### config.mk
export PLATFORM = sky130hd
export DESIGN_NAME = ctm_timer
export DESIGN_NICKNAME = d
export VERILOG_FILES = /design/src/ctm_pkg.sv /design/src/ctm_sync.sv /design/src/ctm_timer.sv
export VERILOG_INCLUDE_DIRS = /design/src /design/src/src
export SDC_FILE = /design/constraint.sdc
export NUM_CORES = 1
export LEC_CHECK = 0
export ABC_AREA = 1
export BUFFER_PORTS_ARGS = -buffer_cell sky130_fd_sc_hd__buf_2
export CORE_MARGIN = 5
export CORE_UTILIZATION = 62
export CTS_CLUSTER_DIAMETER = 30
export DETAILED_ROUTE_END_ITERATION = 8
export GPL_TIMING_DRIVEN = 0
export MAX_ROUTING_LAYER = met4
export PLACE_DENSITY = 0.84
export SLEW_MARGIN = 20
export SYNTH_ARGS = -nofsm -noshare
export SYNTH_HDL_FRONTEND = slang
export SYNTH_HIERARCHICAL = 1
export SYNTH_SLANG_ARGS = --single-unit
### constraint.sdc
create_clock -name sys_clk -period 6.15 [get_ports sys_clk]
set_clock_uncertainty 0.1 [all_clocks]
set_input_delay 0.3075 -clock sys_clk [delete_from_list [all_inputs] [get_ports sys_clk]]
set_output_delay 0.3075 -clock sys_clk [all_outputs]
set_load 0.02 [all_outputs]
### src/ctm_defines.svh
// register indices, field positions and reset values of the capture timer
// assumes a word-addressed bus: byte address is four times the index
`ifndef CTM_DEFINES_SVH
`define CTM_DEFINES_SVH

// ****************
// register indices
// ****************
`define CTM_IDX_CTRL    3'h0
`define CTM_IDX_STAT    3'h1
`define CTM_IDX_IRQEN   3'h2
`define CTM_IDX_COUNT   3'h3
`define CTM_IDX_COMPARE 3'h4
`define CTM_IDX_CAPTURE 3'h5
`define CTM_IDX_LOWER   3'h6

// ****************
// control fields
// ****************
`define CTM_CKS_LO      0
`define CTM_CKS_HI      2
`define CTM_MDS_BIT     3
`define CTM_EDGE_BIT    4
`define CTM_START_BIT   5
`define CTM_CTRL_W      6
`define CTM_CKS_EXT     3'h7
`define CTM_DIV_MIN_LOG 4'h1
`define CTM_DIV_LOG_OFS 4'h2

// ****************
// status fields
// ****************
`define CTM_FLG_WRAP    0
`define CTM_FLG_CMP     1
`define CTM_FLG_CAP     2
`define CTM_FLG_UP      3
`define CTM_FLG_LOW     4
`define CTM_NFLAGS      5
`define CTM_POLIN_BIT   5
`define CTM_POLGATE_BIT 6

// ****************
// interrupt enable fields
// ****************
`define CTM_IE_WRAP     7
`define CTM_IE_UP       6
`define CTM_IE_CMP      5
`define CTM_IE_PIN      4
`define CTM_IE_CAP      3
`define CTM_IE_LOW      2
`define CTM_IE_GSEL     1

// ****************
// reset values
// ****************
`define CTM_RST_CMP     16'hFFFF
`define CTM_RST_LOW     16'h0000
`define CTM_CNT_MAX     16'hFFFF

`endif

### src/ctm_pkg.sv
// types shared by the capture timer files
// assumes ctm_defines.svh for numeric constants
package ctm_pkg;
  typedef enum logic [1:0] {
    CTM_MEAS_WAIT = 2'b01,
    CTM_MEAS_RUN  = 2'b10
  } ctm_meas_t;
  typedef logic [15:0] ctm_word_t;
endpackage : ctm_pkg

### src/ctm_sync.sv
// three-stage pin synchroniser with agreement filter
// assumes asynchronous pins; output changes once stages two and three agree
`timescale 1ns/10ps
module ctm_sync #(
  parameter int WIDTH = 3
) (
  input  wire logic             sys_clk,
  input  wire logic             nrst,
  input  wire logic [WIDTH-1:0] pinIn,
  output logic      [WIDTH-1:0] pinLvl
);
  logic [WIDTH-1:0] s1_r;
  logic [WIDTH-1:0] s2_r;
  logic [WIDTH-1:0] s3_r;
  logic [WIDTH-1:0] lvl_r;

  // stage one feeds stage two only; a level counts when two and three agree
  genvar i;
  for (i = 0; i < WIDTH; i++) begin : g_bit
    always_ff @(posedge sys_clk or negedge nrst) begin
      if (!nrst) begin
        s1_r[i]  <= 1'b0;
        s2_r[i]  <= 1'b0;
        s3_r[i]  <= 1'b0;
        lvl_r[i] <= 1'b0;
      end else begin
        s1_r[i] <= pinIn[i];
        s2_r[i] <= s1_r[i];
        s3_r[i] <= s2_r[i];
        if (s2_r[i] == s3_r[i]) begin
          lvl_r[i] <= s3_r[i];
        end
      end
    end
  end

  assign pinLvl = lvl_r;
endmodule : ctm_sync

### src/ctm_timer.sv
// 16-bit capture timer channel with Avalon-MM register slave
// assumes one 10 MHz clock, word addressing, pins asynchronous to sys_clk
//
// Notes on behaviour
// RULE1 - bit 7 gates counter wrap request
// RULE2 - bit 6 gates upper limit request
// RULE3 - bit 5 gates compare match request
// RULE4 - bit 4 enables event pin input
// RULE5 - software changes pin/gate bits only stopped
// RULE6 - bit 3 gates capture request
// RULE7 - bit 2 gates lower limit request
// RULE8 - gate select 0 measures continuously
// RULE9 - gate select 1 measures on gate level
// RULE10 - enable bit 0 reads zero, ignores writes
// RULE11 - reset gives timer mode, enables zero
// RULE12 - mode bit picks timer or measurement
// RULE13 - counter counts only while start set; measurement mode counts whatever the start bit
// RULE14 - wrap from all ones sets flag
// RULE15 - external clock pulses at least 1.5 cycles
// RULE16 - selected edge captures count, sets flag
// RULE17 - edge select picks capture edge
// RULE18 - compare flag set leaving match state
// RULE19 - polarity bit reverses edge select
// RULE20 - clock select divides or picks external
// RULE21 - request follows flag and enable
//
// Design decisions made here: the Avalon-MM interface to the registers and the address map.
`timescale 1ns/10ps
`include "ctm_defines.svh"
module ctm_timer (
  input  wire logic             sys_clk,
  input  wire logic             nrst,
  input  wire logic [2:0]       avs_address,
  input  wire logic             avs_read,
  input  wire logic             avs_write,
  input  wire logic [31:0]      avs_writedata,
  input  wire logic [3:0]       avs_byteenable,
  output logic      [31:0]      avs_readdata,
  output logic                  avs_waitrequest,
  input  wire logic             eventInputPin,
  input  wire logic             measureGateInput,
  input  wire logic             extClockPin,
  output ctm_pkg::ctm_word_t    captureValue,
  output logic                  overflowReq,
  output logic                  upperLimitReq,
  output logic                  compareReq,
  output logic                  captureReq,
  output logic                  lowerLimitRequest
);
  import ctm_pkg::*;

  // ****************
  // state
  // ****************
  logic [`CTM_CTRL_W-1:0]  ctrl_r;
  logic [7:1]              irqEn_r;
  logic                    polIn_r;
  logic                    polGate_r;
  logic [`CTM_NFLAGS-1:0]  flags_r;
  logic [`CTM_NFLAGS-1:0]  req_r;
  ctm_word_t               count_r;
  ctm_word_t               cmp_r;
  ctm_word_t               cap_r;
  ctm_word_t               low_r;
  logic [7:0]              presc_r;
  ctm_meas_t               meas_r;
  ctm_meas_t               meas_nxt;
  logic                    waitReq_r;
  logic [31:0]             rdData_r;
  logic [2:0]              prev_r;
  logic [2:0]              lvl;

  function automatic ctm_word_t merge16(input ctm_word_t old, input logic [31:0] wd, input logic [3:0] be);
    merge16 = {be[1] ? wd[15:8] : old[15:8], be[0] ? wd[7:0] : old[7:0]};
  endfunction : merge16

  // ****************
  // pin synchronisers
  // ****************
  // narrow external clock pulses may be lost here RULE15
  ctm_sync #(.WIDTH(3)) uSync (
    .sys_clk (sys_clk),
    .nrst    (nrst),
    .pinIn   ({extClockPin, measureGateInput, eventInputPin}),
    .pinLvl  (lvl)
  );

  // ****************
  // bus decode
  // ****************
  wire       busReq  = avs_read | avs_write;
  wire       wrDone  = avs_write & ~waitReq_r;
  wire       wrCtrl  = wrDone & (avs_address == `CTM_IDX_CTRL);
  wire       wrStat  = wrDone & (avs_address == `CTM_IDX_STAT);
  wire       wrIrqEn = wrDone & (avs_address == `CTM_IDX_IRQEN);
  wire       wrCount = wrDone & (avs_address == `CTM_IDX_COUNT);
  wire       wrCmp   = wrDone & (avs_address == `CTM_IDX_COMPARE);
  wire       wrLow   = wrDone & (avs_address == `CTM_IDX_LOWER);
  wire [4:0] flagClr = (wrStat & avs_byteenable[0]) ? avs_writedata[`CTM_NFLAGS-1:0] : 5'h00;
  wire [31:0] statRd = {25'h0000000, polGate_r, polIn_r, flags_r};
  // bit 0 of the enable register reads as zero RULE10
  wire [31:0] ieRd   = {24'h000000, irqEn_r, 1'b0};
  wire [31:0] rdMux  = (avs_address == `CTM_IDX_CTRL)    ? {26'h0000000, ctrl_r} :
                       (avs_address == `CTM_IDX_STAT)    ? statRd :
                       (avs_address == `CTM_IDX_IRQEN)   ? ieRd :
                       (avs_address == `CTM_IDX_COUNT)   ? {16'h0000, count_r} :
                       (avs_address == `CTM_IDX_COMPARE) ? {16'h0000, cmp_r} :
                       (avs_address == `CTM_IDX_CAPTURE) ? {16'h0000, cap_r} :
                       (avs_address == `CTM_IDX_LOWER)   ? {16'h0000, low_r} : 32'h00000000;

  // ****************
  // control decode
  // ****************
  wire [2:0] clkSel    = ctrl_r[`CTM_CKS_HI:`CTM_CKS_LO];
  wire       timerMode = ~ctrl_r[`CTM_MDS_BIT];                                          // RULE12
  wire       pinEn     = irqEn_r[`CTM_IE_PIN];
  wire       gateSel   = irqEn_r[`CTM_IE_GSEL];
  // divisor 2 for code 0, else 2 to the power code+2
  wire [3:0] divLog    = (clkSel == 3'h0) ? `CTM_DIV_MIN_LOG : ({1'b0, clkSel} + `CTM_DIV_LOG_OFS); // RULE20
  wire [7:0] divMask   = ~(8'hFF << divLog);
  wire       intTick   = (presc_r & divMask) == divMask;
  wire       extTick   = lvl[2] & ~prev_r[2];
  wire       tick      = (clkSel == `CTM_CKS_EXT) ? extTick : intTick;                  // RULE20

  // ****************
  // event and gate
  // ****************
  // the pin is masked before edge detection RULE4
  wire       evNow     = pinEn & (lvl[0] ^ polIn_r);
  wire       evPrev    = pinEn & (prev_r[0] ^ polIn_r);
  wire       selEdge   = ctrl_r[`CTM_EDGE_BIT] ? (evPrev & ~evNow) : (evNow & ~evPrev); // RULE17 RULE19
  wire       gateOk    = ~gateSel | (lvl[1] == polGate_r);                              // RULE8 RULE9
  wire       measEdge  = ~timerMode & selEdge & gateOk;
  wire       measRun   = meas_r == CTM_MEAS_RUN;

  // ****************
  // counter events
  // ****************
  wire       cntEn     = timerMode ? (ctrl_r[`CTM_START_BIT] & tick) : (tick & gateOk); // RULE13
  wire       measClr   = measEdge;
  wire       measCap   = measEdge & measRun;
  wire       wrapSet   = cntEn & (count_r == `CTM_CNT_MAX);                             // RULE14
  // flag rises on the tick that leaves the matching value
  wire       cmpSet    = timerMode & cntEn & (count_r == cmp_r) & ~wrCmp;               // RULE18
  wire       capSet    = timerMode & selEdge;                                           // RULE16
  wire       upSet     = measCap & (count_r > cmp_r);
  wire       lowSet    = measCap & (count_r < low_r);
  wire [4:0] flagSet   = {lowSet, upSet, capSet, cmpSet, wrapSet};
  wire [4:0] flagEn    = {irqEn_r[`CTM_IE_LOW], irqEn_r[`CTM_IE_UP], irqEn_r[`CTM_IE_CAP],
                          irqEn_r[`CTM_IE_CMP], irqEn_r[`CTM_IE_WRAP]};

  // ****************
  // measurement state
  // ****************
  always_comb begin
    meas_nxt = meas_r;
    case (meas_r)
      CTM_MEAS_WAIT: begin
        if (measEdge) begin
          meas_nxt = CTM_MEAS_RUN;
        end
      end
      CTM_MEAS_RUN: begin
        if (timerMode) begin
          meas_nxt = CTM_MEAS_WAIT;
        end
      end
      default: begin
        meas_nxt = CTM_MEAS_WAIT;
      end
    endcase
  end

  // ****************
  // bus slave
  // ****************
  // one wait state: data is fetched while waitrequest is high
  always_ff @(posedge sys_clk or negedge nrst) begin
    if (!nrst) begin
      waitReq_r <= 1'b1;
      rdData_r  <= 32'h00000000;
    end else begin
      waitReq_r <= ~(busReq & waitReq_r);
      if (avs_read & waitReq_r) begin
        rdData_r <= rdMux;
      end
    end
  end

  // ****************
  // registers
  // ****************
  always_ff @(posedge sys_clk or negedge nrst) begin
    if (!nrst) begin
      ctrl_r    <= '0;                                                                   // RULE11
      irqEn_r   <= '0;                                                                   // RULE11
      polIn_r   <= 1'b0;
      polGate_r <= 1'b0;
      cmp_r     <= `CTM_RST_CMP;
      low_r     <= `CTM_RST_LOW;
    end else begin
      if (wrCtrl & avs_byteenable[0]) begin
        ctrl_r <= avs_writedata[`CTM_CTRL_W-1:0];
      end
      if (wrIrqEn & avs_byteenable[0]) begin
        irqEn_r <= avs_writedata[7:1];                                                   // RULE10
      end
      if (wrStat & avs_byteenable[0]) begin
        polIn_r   <= avs_writedata[`CTM_POLIN_BIT];
        polGate_r <= avs_writedata[`CTM_POLGATE_BIT];
      end
      if (wrCmp) begin
        cmp_r <= merge16(cmp_r, avs_writedata, avs_byteenable);
      end
      if (wrLow) begin
        low_r <= merge16(low_r, avs_writedata, avs_byteenable);
      end
    end
  end

  // ****************
  // counter, capture, flags
  // ****************
  always_ff @(posedge sys_clk or negedge nrst) begin
    if (!nrst) begin
      count_r <= 16'h0000;
      cap_r   <= 16'h0000;
      presc_r <= 8'h00;
      prev_r  <= 3'h0;
      meas_r  <= CTM_MEAS_WAIT;
      flags_r <= '0;
      req_r   <= '0;
    end else begin
      presc_r <= presc_r + 8'h01;
      prev_r  <= lvl;
      meas_r  <= meas_nxt;
      // a bus write wins over counting and over clearing
      if (wrCount) begin
        count_r <= merge16(count_r, avs_writedata, avs_byteenable);
      end else if (measClr) begin
        count_r <= 16'h0000;
      end else if (cntEn) begin
        count_r <= count_r + 16'h0001;                                                   // RULE13 RULE14
      end
      if (capSet | measCap) begin
        cap_r <= count_r;                                                                // RULE16
      end
      // set beats a same-cycle write-one clear
      flags_r <= (flags_r & ~flagClr) | flagSet;
      req_r   <= flags_r & flagEn;                                                       // RULE1 RULE2 RULE3 RULE6 RULE7 RULE21
    end
  end

  assign avs_readdata      = rdData_r;
  assign avs_waitrequest   = waitReq_r;
  assign captureValue      = cap_r;
  assign overflowReq       = req_r[`CTM_FLG_WRAP];
  assign compareReq        = req_r[`CTM_FLG_CMP];
  assign captureReq        = req_r[`CTM_FLG_CAP];
  assign upperLimitReq     = req_r[`CTM_FLG_UP];
  assign lowerLimitRequest = req_r[`CTM_FLG_LOW];
endmodule : ctm_timer

# Yosys cells after proc, flatten, opt, wreduce, memory -nomap -nowiden
# Index checks and enable logic that the tools add are counted.
# totals
regBits	147
inputBits	46
output_inout_bits	54
word_cells	134
# classes
addsub	3
magnitude_cmp	2
eq_ne	20
shifts	1
mux	20
n_bitwise	48
n_reduce_logical	10
# ops
operator	n
16-bit 2-to-1 mux	10
1-bit bitwise AND	29
16-bit by 1-bit adder with 16-bit output (second input constant)	1
16-bit equality test	1
16-bit equality test (second input constant)	1
16-bit > comparator	1
16-bit < comparator	1
8-bit 2-to-1 mux	2
2-bit AND reduction	7
3-bit equality test (second input constant)	4
5-bit bitwise AND	2
8-bit by 1-bit adder with 8-bit output (second input constant)	1
8-bit bitwise AND	1
8-bit equality test	1
2-bit inequality test (second input constant)	4
1-bit NOT	8
8-bit NOT	1
8-bit by 4-bit left shift with 8-bit output (first input constant)	1
3-bit by 2-bit equality test with 1-bit output (second input constant)	2
3-bit zero test	2
5-bit 2-to-1 mux	1
5-bit NOT	1
5-bit bitwise OR	1
3-bit by 2-bit adder with 4-bit output (second input constant)	1
11 further kinds	20

# Depth between registers and ports, before layout
# depth
depth_word	13
ltp_mapped	15
mapped_depth_nobuf	15

# By module
# Netlist, hierarchy kept.
# by_module_without_submodules
module	instances	cells_per_inst	area_per_inst_um2	seq_area_each_um2
ctm_timer	1	831	6601.3	2975.4
ctm_sync	1	24	349.1	300.3

# Worst setup path after synthesis
# OpenSTA, ideal clock, no wires.
# synth_timing
kind	reg-to-reg
startpoint	reg ctrl_r[1]
endpoint	reg count_r[0]
arrival_ns	1.730
required_ns	5.933
path_slack_ns	4.203
path_stages_with_launch	15
n_path_buf	0
period_less_slack_ns	1.947
path_cell_list	dfrtp_1 inv_1 ha_1 nor2_1 o21ai_0 nand2_1 nand2_1 nor2_1 nand3_1 nand2_1 nand2_1 nand2_4 nand2_1 nand2_1 nand2_1
# synth_via
elab_chain_len	11
# synth_rtl
element	line_no	rtl
start: declaration	ctm_timer.sv:55	logic [`CTM_CTRL_W-1:0] ctrl_r;
start signal: assignment	ctm_timer.sv:203	ctrl_r <= avs_writedata[`CTM_CTRL_W-1:0];
3-bit by 2-bit adder with 4-bit output (no line) or 3-bit zero test (tied branches)	--	
4-bit 2-to-1 mux	ctm_timer.sv:119	wire [3:0] divLog = (clkSel == 3'h0) ? `CTM_DIV_MIN_LOG : ({1'b0, clkSel} + `CTM_DIV_LOG_OFS);
8-bit by 4-bit left shift with 8-bit output	ctm_timer.sv:120	wire [7:0] divMask = ~(8'hFF << divLog);
8-bit NOT	ctm_timer.sv:120	
8-bit bitwise AND	ctm_timer.sv:121	wire intTick = (presc_r & divMask) == divMask;
8-bit equality test	ctm_timer.sv:121	
1-bit 2-to-1 mux (*)	ctm_timer.sv:123	wire tick = (clkSel == `CTM_CKS_EXT) ? extTick : intTick;
1-bit bitwise AND	ctm_timer.sv:139	wire cntEn = timerMode ? (ctrl_r[`CTM_START_BIT] & tick) : (tick & gateOk);
1-bit 2-to-1 mux (*)	ctm_timer.sv:139	
3-bit nonzero test (no line) (*)	--	
2-bit AND reduction (no line) (*)	--	
end signal: assignment	ctm_timer.sv:239	count_r <= merge16(count_r, avs_writedata, avs_byteenable);
end signal: assignment	ctm_timer.sv:243	count_r <= count_r + 16'h0001;
end: declaration	ctm_timer.sv:61	ctm_word_t count_r;
# Every way passes the cells marked *; elsewhere a longest branch is shown, timed or not.
# A chain may end at the register's enable or synchronous reset.

# Worst setup path after layout
# layout_timing
startpoint	reg ctrl_r[1]
endpoint	reg count_r[1]
# The elaborated chain is that of the path after synthesis.

==> impl_metrics.yaml <==
global_routing:
  use_met1_pct: 41.6
  grt_use_total_pct: 31.5
  grt_max_degree: 71
  gr-usage-met2_pct: 47.6
  grt_first_pass_wirelength_microns: 31200
  busiest_layer: "met2"
  antenna_found_initial: 0
  overflow: 0
  grtUsageMet3_pct: 7.99
  grt_pass1_vias: 6264
placed_design:
  gp_congestion: 0.973
  place_hpwl_microns: 13800
  placed_cells: 1076
  pre_cts_ws_ps: 3780
  portBuffers: 65
sta:
  period_minus_slack_ps: 2420
  setup_violations: 0
  setup_ws_ps: 3730
  tightest_slew_ps: 572
  relSlewSlack_pct: 61.7
  hold_violations: 0
  post-route-period-util_pct: 39.3
  rsz0062_at_grt: "no"
  fmax_ghz: 0.413
  tns_ps: 0
  fin_hold_ws_ps: 27.8
  final_max_slew_viol_count: 0
routing:
  drc: 0
  first_pass_iters: 5
  drt-initial-drc-count: 891
  ant_nets: 0
  viasPerCell: 5.69
  drt_wl_total_microns: 19300
  dr_total_vias: 6341
  avgRoutedWirePerCell_microns: 17.3
clocking:
  clock-sinks: 130
  clk-insertion-delay-late_ps: 430
  cts_tree: "yes"
  h-tree-depth: 4
  cts_resized: 0
  clockRootBuffer: "clkbuf_16"
  cts.clk_slew.worst_paths_ps: 60
  cts_buffers: 17
  clockBufferDepth: 2
power:
  cellLeakagePower_nw: 4.16
  vdd_drop_max_v: 0.000315
  power.density_nw_per_um2: 391
critical_path:
  r2r_cells: 14
  r2r_end: "count_r[1]"
  worstPathArrival_ps: 2630
  end_kind: "register"
  worst_ep_required_time_ps: 6370
  reg2reg_from: "ctrl_r[1]"
  path_max_fanout: 9
  crit_path_end: "count_r[1]"
  crit_type: "reg2reg"
  critPathLaunch: "ctrl_r[1]"
  startpoint_type: "register"
  r2r_setup_slack_ps: 3730
floorplanning:
  num_io_pins: 100
  die_h_microns: 116
  die_area_sq_um: 13400
  initial_utilization_pct: 63.6
  num_rows: 38
  core_sq_um: 10900
  die_w_microns: 116
outcome:
  status: "completed"
synth:
  ys_ff_latch: 130
  syn_area_per_cell_sq_um: 8.13
  yosysSeqAreaShare_pct: 47.1
  yosysTopAreaCell: "dfrtp_1"
  synthesis.area_sq_um: 6950
  syn_inst: 855
  yosys_warnings: 6
  synth_cell_type_count: 37
  yosysTopAreaCellShare_pct: 40.3
  synth.area.top_cells: "dfrtp_1, nand2_1, o21ai_0, dfstp_2, inv_1"
worst_hold_path:
  min_path_type: "in2reg"
  min_from: "avs_writedata[13]"
layout:
  multi_input_area_sq_um: 3030
  layout_common_cells: "nand2_1, inv_1, o21ai_0"
  drive_gt1_share_pct: 16.2
  mostFrequentLayoutCell: "nand2_1"
  finish.net_count: 1043
  antennaDiodeCount: 0
  regArea_sq_um: 3280
  n_fill_cell: 857
  finalNonFillerCells: 1114
  syn_to_final_growth_pct: 17.7
job:
  cap_violations: 0
[report_power, final]
group / total, mW / internal (mW) / switching, mW
combinational: 0.976 / 0.363 / 0.613
sequential: 1.25 / 1.05 / 0.196
clock: 0.977 / 0.589 / 0.388
[metrics by stage]
stage               instance area (sq um)  total power [mW]  utilization [%]
finish                               8180              3.20             74.8
global route                         8180              3.40             74.8
CTS                                  8180              3.19             74.8
detailed placement                   7540              2.19             69.0
global placement                     7510              2.15             68.6
floorplan                            7010              1.86                -
[what timing repair did]
item | 4_1_cts | 5_1_grt
endpoints found under the setup margin | 0 | 0
hold buffers | 6 | 0
buffers inserted | 0 | 0
hold endpoints to repair | 55 | 0
[cell usage after synthesis]
cell type / instances
dfstp_2: 18
o211ai_1: 1
dfrtp_1: 112
o21ai_0: 116
o221ai_1: 2
xor2_1: 13
buf_1: 1
o2111ai_1: 1
conb_1: 1
clkbuf_2: 1
nand3_2: 2
and3_1: 1
nor2_4: 1
nand3_1: 37
nor2_1: 30
buf_2: 9
or2_2: 3
nand2_2: 1
a21o_1: 1
nand2_4: 2
nand3b_1: 2
nor3_2: 2
o21bai_1: 1
clkbuf_1: 11
nand4_1: 16
a21oi_1: 27
or2_0: 1
ha_1: 36
nor3_1: 6
nand2_1: 214
o22ai_1: 36
inv_2: 3
xnor2_1: 4
o21a_1: 2
inv_1: 121
buf_4: 19
nor4_1: 1
[cells by family (layout without fill, tap and decap cells)]
group	after synthesis	after routing	share of synthesized area, %
AO/OA/AOI/OAI	187	187	14.5
XOR/XNOR	17	17	2.14
adder cells (fa/ha/maj)	36	36	6.48
buffers and inverters	165	269	10.1
flip-flops	130	130	47.1
other	1	16	0.0540
AND/OR/NAND/NOR	319	319	19.6
[worst max-delay path: stages, from the launching register on]
cell and delay, ps:
dfrtp_1 410, inv_1 130, ha_1 330, nor2_1 130, o21ai_0 90, nand2_1 70, nand2_1 50, nor2_1 80
nand3_1 80, nand2_1 80, nand2_1 180, nand2_4 190, nand2_1 210, nand2_1 130, nand2_1 60
[area by class of cell]
type	instances	area share [%]
tap	140	2.14
sequential	130	40.0
timing repair buffer	72	5.17
buffer	41	2.91
multi-input combinational	575	37.0
clock inverter	11	1.27
clock buffer	21	5.75
inverter	124	5.69
[how the worst min path moves through the flow]
stage / slack [ps] / to / cells after the start
after global routing: 60 / cmp_r[13] / 3
after detailed placement: 170 / low_r[6] / 1
final: 30 / cmp_r[13] / 3
after global placement: 230 / uSync/s2_r[1] / 0
after floorplan: -90 / avs_readdata[0] / 0
after CTS: 20 / cmp_r[13] / 3
[metal layers]
| layer | wire, microns | vias up |
|---|---|---|
| li1 | - | 2983 |
| met1 | 7870 | 2957 |
| met2 | 8890 | 343 |
| met3 | 1960 | 58 |
| met4 | 552 | 0 |
| met5 | 0 | - |
[state kept, by name, summed over array words and instances, names as in the netlist, 6 cells and up]
name / flops
presc_r: 8
irqEn_r: 7
count_r: 16
avs_readdata: 16
captureValue: 16
ctrl_r: 6
low_r: 16
cmp_r: 16
Power figures use the tool's default switching activity.
